File: src/rtl/bvl_pkg.sv
`default_nettype none
package bvl_pkg;
    localparam int unsigned CODE_W = 6;
    localparam int unsigned RANGE_W = 2;
    localparam int unsigned DATA_W = 8;
    localparam int unsigned ADDR_W = 8;

    // register offsets
    localparam logic [ADDR_W-1:0] BUCK_TWO_VOLTAGE_LIMIT_OFS     = 8'h09;
    localparam logic [ADDR_W-1:0] BUCK_THREE_OPERATING_VOLTAGE_OFS = 8'h0a;
    localparam logic [ADDR_W-1:0] BUCK_THREE_SCALING_VOLTAGE_OFS = 8'h0b;
    localparam logic [ADDR_W-1:0] BUCK_THREE_VOLTAGE_LIMIT_OFS   = 8'h0c;
    localparam logic [ADDR_W-1:0] BUCK_FOUR_OPERATING_VOLTAGE_OFS = 8'h0d;

    // field positions
    localparam int unsigned RANGE_LSB = 6;
    localparam int unsigned RANGE_MSB = 7;
    localparam int unsigned CODE_LSB = 0;
    localparam int unsigned CODE_MSB = 5;
    localparam int unsigned ENABLE_BIT = 7;
    localparam int unsigned SOURCE_BIT = 6;
    localparam int unsigned RESERVED_BIT = 7;

    // ceiling values that leave the limit fields unlocked
    localparam logic [CODE_W-1:0] CEIL_OPEN_HIGH = 6'h3f;
    localparam logic [CODE_W-1:0] CEIL_OPEN_LOW = 6'h00;

    localparam logic RESERVED_BIT_VALUE = 1'b0;
    localparam logic SOURCE_RESET = 1'b0;
    localparam logic [DATA_W-1:0] READ_UNMAPPED = 8'h00;

    // output range selector encodings
    typedef enum logic [RANGE_W-1:0] {
        BVL_RANGE_FINE_LOW  = 2'b00,
        BVL_RANGE_FINE_HIGH = 2'b01,
        BVL_RANGE_MEDIUM    = 2'b10,
        BVL_RANGE_COARSE    = 2'b11
    } bvl_range_t;

    typedef struct packed {
        bvl_range_t        range;
        logic [CODE_W-1:0] ceiling;
    } bvl_limit_t;

    typedef struct packed {
        logic              code_source_select;
        logic [CODE_W-1:0] code;
    } bvl_operating_t;

    typedef struct packed {
        logic              enable;
        logic              light_load;
        logic [CODE_W-1:0] code;
    } bvl_scaling_t;
endpackage : bvl_pkg
`default_nettype wire

File: src/rtl/bvl_clamp_if.sv
`timescale 1ns/1ps
`default_nettype none
interface bvl_clamp_if;
    import bvl_pkg::*;
    logic [CODE_W-1:0] requested;
    logic [CODE_W-1:0] ceiling;
    logic [CODE_W-1:0] granted;
    modport requester (output requested, output ceiling, input granted);
    modport limiter (input requested, input ceiling, output granted);
endinterface : bvl_clamp_if
`default_nettype wire

File: src/rtl/bvl_clamp.sv
`timescale 1ns/1ps
`default_nettype none
module bvl_clamp (
    // code path
    bvl_clamp_if.limiter clamp
);
    import bvl_pkg::*;

    // codes above the ceiling are replaced by the ceiling itself
    always_comb begin
        if (clamp.requested > clamp.ceiling) begin
            clamp.granted = clamp.ceiling;
        end else begin
            clamp.granted = clamp.requested;
        end
    end
endmodule // bvl_clamp
`default_nettype wire

File: src/rtl/bvl_regs.sv
`timescale 1ns/1ps
`default_nettype none
module bvl_regs (
    // clock and power-on reset
    input  wire logic                          sys_clk,
    input  wire logic                          sys_rst,
    // programmed configuration defaults and reload strobe
    input  wire logic                          cfg_reload,
    input  wire bvl_pkg::bvl_limit_t           cfg_buck_two_limit,
    input  wire bvl_pkg::bvl_limit_t           cfg_buck_three_limit,
    input  wire logic                          cfg_buck_three_enable,
    input  wire logic [bvl_pkg::CODE_W-1:0]    cfg_buck_three_op_code,
    input  wire logic [bvl_pkg::CODE_W-1:0]    cfg_buck_three_avs_code,
    input  wire logic [bvl_pkg::CODE_W-1:0]    cfg_buck_four_op_code,
    // register access from the serial control interface
    input  wire logic                          reg_write,
    input  wire logic [bvl_pkg::ADDR_W-1:0]    reg_addr,
    input  wire logic [bvl_pkg::DATA_W-1:0]    reg_wdata,
    output logic      [bvl_pkg::DATA_W-1:0]    reg_rdata,
    // neighbouring converter state
    input  wire logic [bvl_pkg::CODE_W-1:0]    buck_four_ceiling,
    input  wire logic                          buck_three_forced_off,
    // converter controls
    output bvl_pkg::bvl_range_t                buck_two_range,
    output logic      [bvl_pkg::CODE_W-1:0]    buck_two_ceiling,
    output logic                               buck_two_locked,
    output bvl_pkg::bvl_range_t                buck_three_range,
    output logic      [bvl_pkg::CODE_W-1:0]    buck_three_code,
    output logic                               buck_three_enable,
    output logic                               buck_three_light_load,
    output logic                               buck_three_locked,
    output logic      [bvl_pkg::CODE_W-1:0]    buck_four_op_code,
    output logic                               buck_four_code_source_select
);
    import bvl_pkg::*;

    ////////////////////////////////////////////////////////////////////////
    // state

    typedef struct packed {
        bvl_limit_t     b2_limit;
        bvl_operating_t b3_op;
        bvl_scaling_t   b3_avs;
        bvl_limit_t     b3_limit;
        bvl_operating_t b4_op;
        logic [DATA_W-1:0] rdata;
        logic           b3_enable;
        logic [CODE_W-1:0] b3_code;
    } bvl_state_t;

    bvl_state_t state;
    bvl_state_t next_state;

    ////////////////////////////////////////////////////////////////////////
    // ceiling clamps for the three voltage code fields

    bvl_clamp_if b3_op_clamp ();
    bvl_clamp_if b3_avs_clamp ();
    bvl_clamp_if b4_op_clamp ();

    bvl_clamp u_b3_op_clamp (
        .clamp (b3_op_clamp)
    );

    bvl_clamp u_b3_avs_clamp (
        .clamp (b3_avs_clamp)
    );

    bvl_clamp u_b4_op_clamp (
        .clamp (b4_op_clamp)
    );

    // only codes written over the bus are clamped: lowering a ceiling later
    // leaves codes already held alone, and defaults are taken as they come;
    // a ceiling of zero clamps every written code to zero
    logic [CODE_W-1:0] wr_code;
    assign wr_code = reg_wdata[CODE_MSB:CODE_LSB];

    assign b3_op_clamp.requested = wr_code;
    assign b3_op_clamp.ceiling = state.b3_limit.ceiling;
    assign b3_avs_clamp.requested = wr_code;
    assign b3_avs_clamp.ceiling = state.b3_limit.ceiling;
    assign b4_op_clamp.requested = wr_code;
    assign b4_op_clamp.ceiling = buck_four_ceiling;

    ////////////////////////////////////////////////////////////////////////
    // lock detection: lock follows the held ceiling, so it arises equally
    // from a write or from defaults and only a reload or power-on reset can lift it

    function automatic logic ceiling_locks(input logic [CODE_W-1:0] c);
        ceiling_locks = (c != CEIL_OPEN_HIGH) && (c != CEIL_OPEN_LOW);
    endfunction

    logic b2_lock;
    logic b3_lock;
    assign b2_lock = ceiling_locks(state.b2_limit.ceiling);
    assign b3_lock = ceiling_locks(state.b3_limit.ceiling);

    ////////////////////////////////////////////////////////////////////////
    // next state

    logic [DATA_W-1:0] read_value;

    always_comb begin
        next_state = state;
        if (reg_write) begin
            unique case (reg_addr)
                BUCK_TWO_VOLTAGE_LIMIT_OFS: begin
                    if (!b2_lock) begin
                        next_state.b2_limit = bvl_limit_t'(reg_wdata);
                    end
                end
                BUCK_THREE_OPERATING_VOLTAGE_OFS: begin
                    next_state.b3_op.code_source_select =
                        reg_wdata[SOURCE_BIT];
                    next_state.b3_op.code = b3_op_clamp.granted;
                end
                BUCK_THREE_SCALING_VOLTAGE_OFS: begin
                    next_state.b3_avs.enable = reg_wdata[ENABLE_BIT];
                    next_state.b3_avs.light_load = reg_wdata[SOURCE_BIT];
                    next_state.b3_avs.code = b3_avs_clamp.granted;
                end
                BUCK_THREE_VOLTAGE_LIMIT_OFS: begin
                    if (!b3_lock) begin
                        next_state.b3_limit = bvl_limit_t'(reg_wdata);
                    end
                end
                BUCK_FOUR_OPERATING_VOLTAGE_OFS: begin
                    next_state.b4_op.code_source_select =
                        reg_wdata[SOURCE_BIT];
                    next_state.b4_op.code = b4_op_clamp.granted;
                end
                default: begin
                end
            endcase
        end

        // read data, reserved bit forced to its fixed value; taken from the
        // held state, so a read at the same edge as a write shows the old byte
        unique case (reg_addr)
            BUCK_TWO_VOLTAGE_LIMIT_OFS:
                read_value = DATA_W'(state.b2_limit);
            BUCK_THREE_OPERATING_VOLTAGE_OFS:
                read_value = {RESERVED_BIT_VALUE, state.b3_op};
            BUCK_THREE_SCALING_VOLTAGE_OFS:
                read_value = DATA_W'(state.b3_avs);
            BUCK_THREE_VOLTAGE_LIMIT_OFS:
                read_value = DATA_W'(state.b3_limit);
            BUCK_FOUR_OPERATING_VOLTAGE_OFS:
                read_value = {RESERVED_BIT_VALUE, state.b4_op};
            default:
                read_value = READ_UNMAPPED;
        endcase
        next_state.rdata = read_value;

        // forced-off overrides the enable bit; it reaches the output one
        // cycle late, the same as a write to the enable bit
        next_state.b3_enable = next_state.b3_avs.enable
                               && !buck_three_forced_off;
        // source select high picks the operating code, low the scaling code
        next_state.b3_code = next_state.b3_op.code_source_select
                             ? next_state.b3_op.code
                             : next_state.b3_avs.code;

        // power-on reset and configuration reload load the programmed
        // defaults; reset and reload are the only ways out of a ceiling lock
        if (sys_rst || cfg_reload) begin
            next_state.b2_limit = cfg_buck_two_limit;
            next_state.b3_limit = cfg_buck_three_limit;
            next_state.b3_op.code_source_select = SOURCE_RESET;
            next_state.b3_op.code = cfg_buck_three_op_code;
            next_state.b3_avs.enable = cfg_buck_three_enable;
            next_state.b3_avs.light_load = SOURCE_RESET;
            next_state.b3_avs.code = cfg_buck_three_avs_code;
            next_state.b4_op.code_source_select = SOURCE_RESET;
            next_state.b4_op.code = cfg_buck_four_op_code;
            next_state.rdata = READ_UNMAPPED;
            next_state.b3_enable = 1'b0;
            next_state.b3_code = cfg_buck_three_avs_code;
        end
    end

    ////////////////////////////////////////////////////////////////////////
    // registers: synchronous reset, so defaults may come from inputs

    always_ff @(posedge sys_clk) begin
        state <= next_state;
    end

    ////////////////////////////////////////////////////////////////////////
    // outputs; the range fields tell the converters how to read the codes
    // (base and step per encoding of bvl_range_t)

    assign reg_rdata = state.rdata;
    assign buck_two_range = state.b2_limit.range;
    assign buck_two_ceiling = state.b2_limit.ceiling;
    assign buck_two_locked = b2_lock;
    assign buck_three_range = state.b3_limit.range;
    assign buck_three_code = state.b3_code;
    assign buck_three_enable = state.b3_enable;
    assign buck_three_light_load = state.b3_avs.light_load;
    assign buck_three_locked = b3_lock;
    assign buck_four_op_code = state.b4_op.code;
    assign buck_four_code_source_select = state.b4_op.code_source_select;
endmodule // bvl_regs
`default_nettype wire

File: config.mk
export PLATFORM = sky130hd
export DESIGN_NAME = bvl_regs
export DESIGN_NICKNAME = d
export VERILOG_FILES = /design/src/rtl/bvl_pkg.sv /design/src/rtl/bvl_clamp_if.sv /design/src/rtl/bvl_clamp.sv /design/src/rtl/bvl_regs.sv
export SDC_FILE = /design/constraint.sdc
export NUM_CORES = 1
export LEC_CHECK = 0
export BUFFER_PORTS_ARGS = -buffer_cell sky130_fd_sc_hd__buf_2
export CORE_MARGIN = 2
export CORE_UTILIZATION = 40
export DETAILED_ROUTE_END_ITERATION = 10
export HOLD_SLACK_MARGIN = 0.15
export PLACE_DENSITY = 0.71
export SKIP_LAST_GASP = 1
export SLEW_MARGIN = 0
export SYNTH_ARGS = -nofsm -noshare
export SYNTH_HDL_FRONTEND = slang
export SYNTH_SLANG_ARGS = --single-unit
File: constraint.sdc
create_clock -name sys_clk -period 2.74 [get_ports sys_clk]
set_input_delay 0.411 -clock sys_clk [delete_from_list [all_inputs] [get_ports sys_clk]]
set_output_delay 0.411 -clock sys_clk [all_outputs]
set_load 0.01 [all_outputs]
Yosys cells after proc, flatten, opt, wreduce, memory -nomap -nowiden. Cells that the tools add are included.

Register bits after elaboration: 53. Input bits: 62. Output and inout port bits: 35. Word-level logic and storage cells: 54.

Magnitude comparators: 2. Equal/unequal tests: 9. Reductions and logical operators: 16. Multiplexer cells: 13.

Operator list (count): 53-bit two-way mux (1); 8-bit by 4-bit equality test with 1-bit output (second input constant) (5); 8-bit two-way mux (5); 8-bit one-hot mux with 5 select lines (1); 38-bit two-way mux (1); 6-bit two-way mux (3); 7-bit two-way mux (2); 6-bit greater-than comparator (2); 6-bit inequality test (second input constant) (2); 6-bit nonzero test (2); 2-bit nonzero test (4); 2-bit AND reduction (3); 3-bit AND reduction (2); 2-bit by 1-bit inequality test with 1-bit output (second input constant) (2); 1-bit logical AND (3); 1-bit zero test (1); 1-bit logical OR (1).

Longest topological paths before layout.
Depth after elaboration: 7. Depth in mapped cells: 9. Depth with buffers taken out: 8.

Cells and area by module. A second synthesis with hierarchy kept.

Cells, all modules: 372. Area total of the unflattened synthesis: 3577.2 sq um.

Modules (own cells, without submodules): bvl_regs (cells each 291, times used 1, seq. area each 1281.2 sq um, area an instance 2894.0 sq um); bvl_clamp (cells each 27, times used 3, seq. area each 0.0 sq um, area an instance 227.7 sq um).

Worst setup path after synthesis. OpenSTA, ideal clock, no wires.

Path kind: input -> register. Start: input port reg_addr[5] (netlist bit). End: register state (netlist bit buck_two_ceiling[0]), enable pin. Library setup time: 398 ps. Stages on the path: 3. Slack: 300 ps. Path buffers: 0. Required time: 2342 ps. Arrival time: 2042 ps. Cells stage by stage: nor4_4 > nand3_4 > o41ai_1.

Cells in the longest elaborated chain, start to end: 3.

RTL lines: start: declaration (line bvl_regs.sv:17) `input wire logic [bvl_pkg::ADDR_W-1:0] reg_addr,`; 8-bit by 4-bit equality test with 1-bit output (line bvl_regs.sv:107) `unique case (reg_addr)`; 2-bit nonzero test (no source line); 3-bit AND reduction (no source line); end signal: assignment (line bvl_regs.sv:187) `state <= next_state;`; end: declaration (line bvl_regs.sv:51) `bvl_state_t state;`.

No other way between the ends. A chain may end at the register's enable or synchronous reset.

==> results.py <==
metrics = {
    "status": {
        "status": "complete, no violations",
    },
    "synthesis": {
        "synth_area_leaders": "edfxtp_1 20%, dfxtp_1 19%, buf_4 6.8%",
        "synth-edff-count": 22,
        "avgSynthCellArea_um2": 9.17,
        "syn_inst": 360,
        "ys_ff_latch": 53,
        "ys_seq_area_share_pct": 38.8,
        "async_flop_share_pct": 0,
        "syn_nets": 434,
        "synth_most_common_cell": "nand2_1",
        "synth_top_area_cell": "edfxtp_1",
        "synth_top_cells_by_count": "44 x nand2_1, 31 x dfxtp_1, 30 x buf_4, 26 x nor2_1, 22 x edfxtp_1",
        "synth_ff_type": "dfxtp_1",
        "ys_types": 49,
        "ys_warn_count": 0,
        "synth_top_cell_area_share_pct": 20.0,
        "syn-cell-area_um2": 3300,
    },
    "setup_path": {
        "worst_ep_arrival_time_ns": 2.72,
        "cp-startpoint": "b3_avs_clamp.ceiling[5]",
        "cp_cell_sequence": "inv_1 > ha_1 > nand4_1 > o21bai_1 > nand2_1 > a311oi_2 > a21oi_1 > a221o_1",
        "path_class": "flop to flop",
        "cp_max_fo": 10,
        "cpMaxStageDelayCell": "a311oi_2",
        "r2r_setup_slack_ns": 0.23,
        "endpoint_kind": "flop",
        "max_stage_delay_ns": 0.49,
        "crit_path_start_kind": "flop",
        "cp.required_ns": 2.95,
        "r2r_start": "b3_avs_clamp.ceiling[5]",
        "endpoint": "buck_three_code[0]",
        "worstRegToRegCells": 8,
        "r2r_end": "buck_three_code[0]",
    },
    "detailed_routing": {
        "highest_layer": "met4",
        "drc": 0,
        "avgRoutedWirePerCell_um": 17.2,
        "vias_per_cell": 5.62,
        "met2_length_um": 4600,
        "antenna_left": 0,
        "num_vias": 3039,
        "drt_iter0_drc": 256,
        "met1_length_um": 3890,
        "wl_um": 9320,
        "route.met3.wl_um": 665,
        "first_pass_iters": 5,
    },
    "finish": {
        "drive_gt1_share_pct": 31.4,
        "nets": 509,
        "area_growth_pct": 16.0,
        "num_antenna_cells": 0,
        "seqCellArea_um2": 1280,
        "design_area_um2": 3830,
        "fillers": 808,
        "multiInputGateArea_um2": 1660,
    },
    "cts": {
        "postCtsSetupBuffers": 0,
        "cts_num_sinks": 53,
        "path_clk_slew_ns": 0.11,
        "clock_path_buffers": 2,
        "cts_buffers": 5,
        "cts_root_buf": "clkbuf_8",
        "ctsResizeCount": 0,
        "clock_latency_ns": 0.31,
        "h-tree-depth": 2,
        "cts_hold_buf": 0,
        "cts_tree": "yes",
    },
    "global_routing": {
        "grt_pass1_wl_um": 13900,
        "grtUsageTotal_pct": 20.6,
        "grt-ovfl-total": 0,
        "grt_pass1_vias": 2775,
        "grt_max_degree": 43,
        "antenna_found_initial": 0,
    },
    "placement": {
        "io_buffers": 96,
        "globalplace.congestion": 0.876,
        "hpwl_um": 7340,
        "dpl-instance-area_um2": 3740,
    },
    "die": {
        "start_util_pct": 40.8,
        "die_height_um": 94.9,
        "fp.coreArea_um2": 8090,
        "io_pins": 97,
        "row_count": 33,
        "die_w_um": 94.9,
        "die-area_um2": 9000,
    },
    "min_path": {
        "hold_path_class": "input pin to flop",
        "hold_start": "buck_three_forced_off",
    },
    "run": {
        "maxCapViolations": 0,
    },
    "timing": {
        "fin_tns_setup_ns": 0,
        "setup_violations": 0,
        "worst_slew_pin_slew_ns": 0.717,
        "maxSlewHeadroom_pct": 52.1,
        "rsz0062_at_grt": "no",
        "period_minus_slack_ns": 2.51,
        "hold_viol": 0,
        "period_share_pct": 91.7,
        "finClkSkew_ns": 0.00697,
        "fmax_ghz": 0.398,
        "drv_slew": 0,
    },
    "pwr": {
        "p_leak_nw": 1.69,
        "irDropWorstVdd_mv": 0.185,
        "powerDensity_nw_per_um2": 475,
    },
}
==> layout make-up <==
class | count | area share, %
Clock buffer | 5 | 1.80
Clock inverter | 3 | 0.653
Inverter | 16 | 1.57
Multi-Input combinational cell | 247 | 43.4
Sequential cell | 53 | 33.5
Tap cell | 105 | 3.43
Timing Repair Buffer | 112 | 15.7
==> stage by stage <==
| step | std cells | power [mW] | util [%] | worst slack, ns | hold slack [ns] |
|---|---|---|---|---|---|
| 2_1_floorplan | 360 | 1.22 | - | 0.300 | 0.485 |
| 3_3_place_gp | 533 | 1.36 | 46.2 | 0.282 | 0.473 |
| 3_5_place_dp | 533 | 1.36 | 46.2 | 0.204 | 0.479 |
| 4_1_cts | 541 | 1.82 | 47.3 | 0.234 | 0.244 |
| 5_1_grt | 541 | 1.90 | 47.3 | 0.0505 | 0.248 |
| 6_report | 541 | 1.82 | 47.3 | 0.228 | 0.244 |
==> where the power goes <==
part | switching, mW | total [mW] | internal (mW) | leakage [nW]
registers | 0.0421 | 0.931 | 0.889 | 0.485
clock network | 0.285 | 0.472 | 0.187 | 0.0466
logic | 0.228 | 0.415 | 0.187 | 1.16
total | 0.555 | 1.82 | 1.26 | 1.69
==> how the worst min path moves through the flow <==
| stage | to | depth (start not counted) |
|---|---|---|
| after floorplan | reg_rdata[7] | 2 |
| after global placement | buck_four_code_source_select | 2 |
| after detailed placement | buck_four_code_source_select | 2 |
| after CTS | buck_three_enable | 2 |
| after global routing | buck_three_enable | 2 |
| final | buck_three_enable | 2 |
==> worst max-delay path, delay by kind of cell, from the launching register on <==
kind	cells	cell delay [ns]
fa+ha+maj	1	0.27
buf+inv	1	0.13
simple gates	2	0.46
compound gates	4	1.08
flops	1	0.48
==> layer usage <==
metal	vias up	track usage (%)
li1	1459	-
met1	1435	26.7
met2	129	36.4
met3	16	2.55
met4	0	5.31
met5	-	0
==> cell families after synthesis <==
group	synth area share (%)
compound gates	23.6
fa+ha+maj	4.55
buf+inv	10.8
flops	38.8
mux	6.59
simple gates	15.7
==> flip-flops by register name, indices dropped and copies added (netlist names), 2 cells and up <==
name,cells
b3_avs_clamp.ceiling,6
buck_four_op_code,6
buck_three_code,6
buck_three_range,2
buck_two_ceiling,6
buck_two_range,2
reg_rdata,8
state,14
==> cell usage in the layout, fill, tap and decap left out, types with 2 or more instances in the layout <==
cell type | netlist | final
nand3_1 | 9 | 9
a31o_2 | 3 | 3
buf_4 | 30 | 16
a221o_1 | 6 | 6
o21ai_0 | 12 | 12
inv_1 | 16 | 16
dfxtp_1 | 31 | 31
nand2b_1 | 3 | 3
o211ai_1 | 5 | 5
ha_1 | 12 | 12
nor3_1 | 2 | 2
or2_2 | 2 | 2
nand4_1 | 4 | 4
mux2i_1 | 15 | 15
a22oi_1 | 19 | 19
mux2_2 | 4 | 4
a22o_1 | 16 | 16
a31oi_1 | 8 | 8
nor4_1 | 2 | 2
buf_2 | 4 | 96
mux2_1 | 2 | 2
edfxtp_1 | 22 | 22
o31ai_1 | 5 | 5
o41ai_1 | 2 | 2
clkbuf_8 | 0 | 5
nor2_1 | 26 | 26
a21oi_1 | 11 | 11
nor2b_1 | 3 | 3
o21ai_1 | 8 | 8
nand2_1 | 44 | 44
a31o_1 | 2 | 2
nor2_2 | 3 | 3
a21o_1 | 4 | 4
Power figures use the tool's default switching activity.
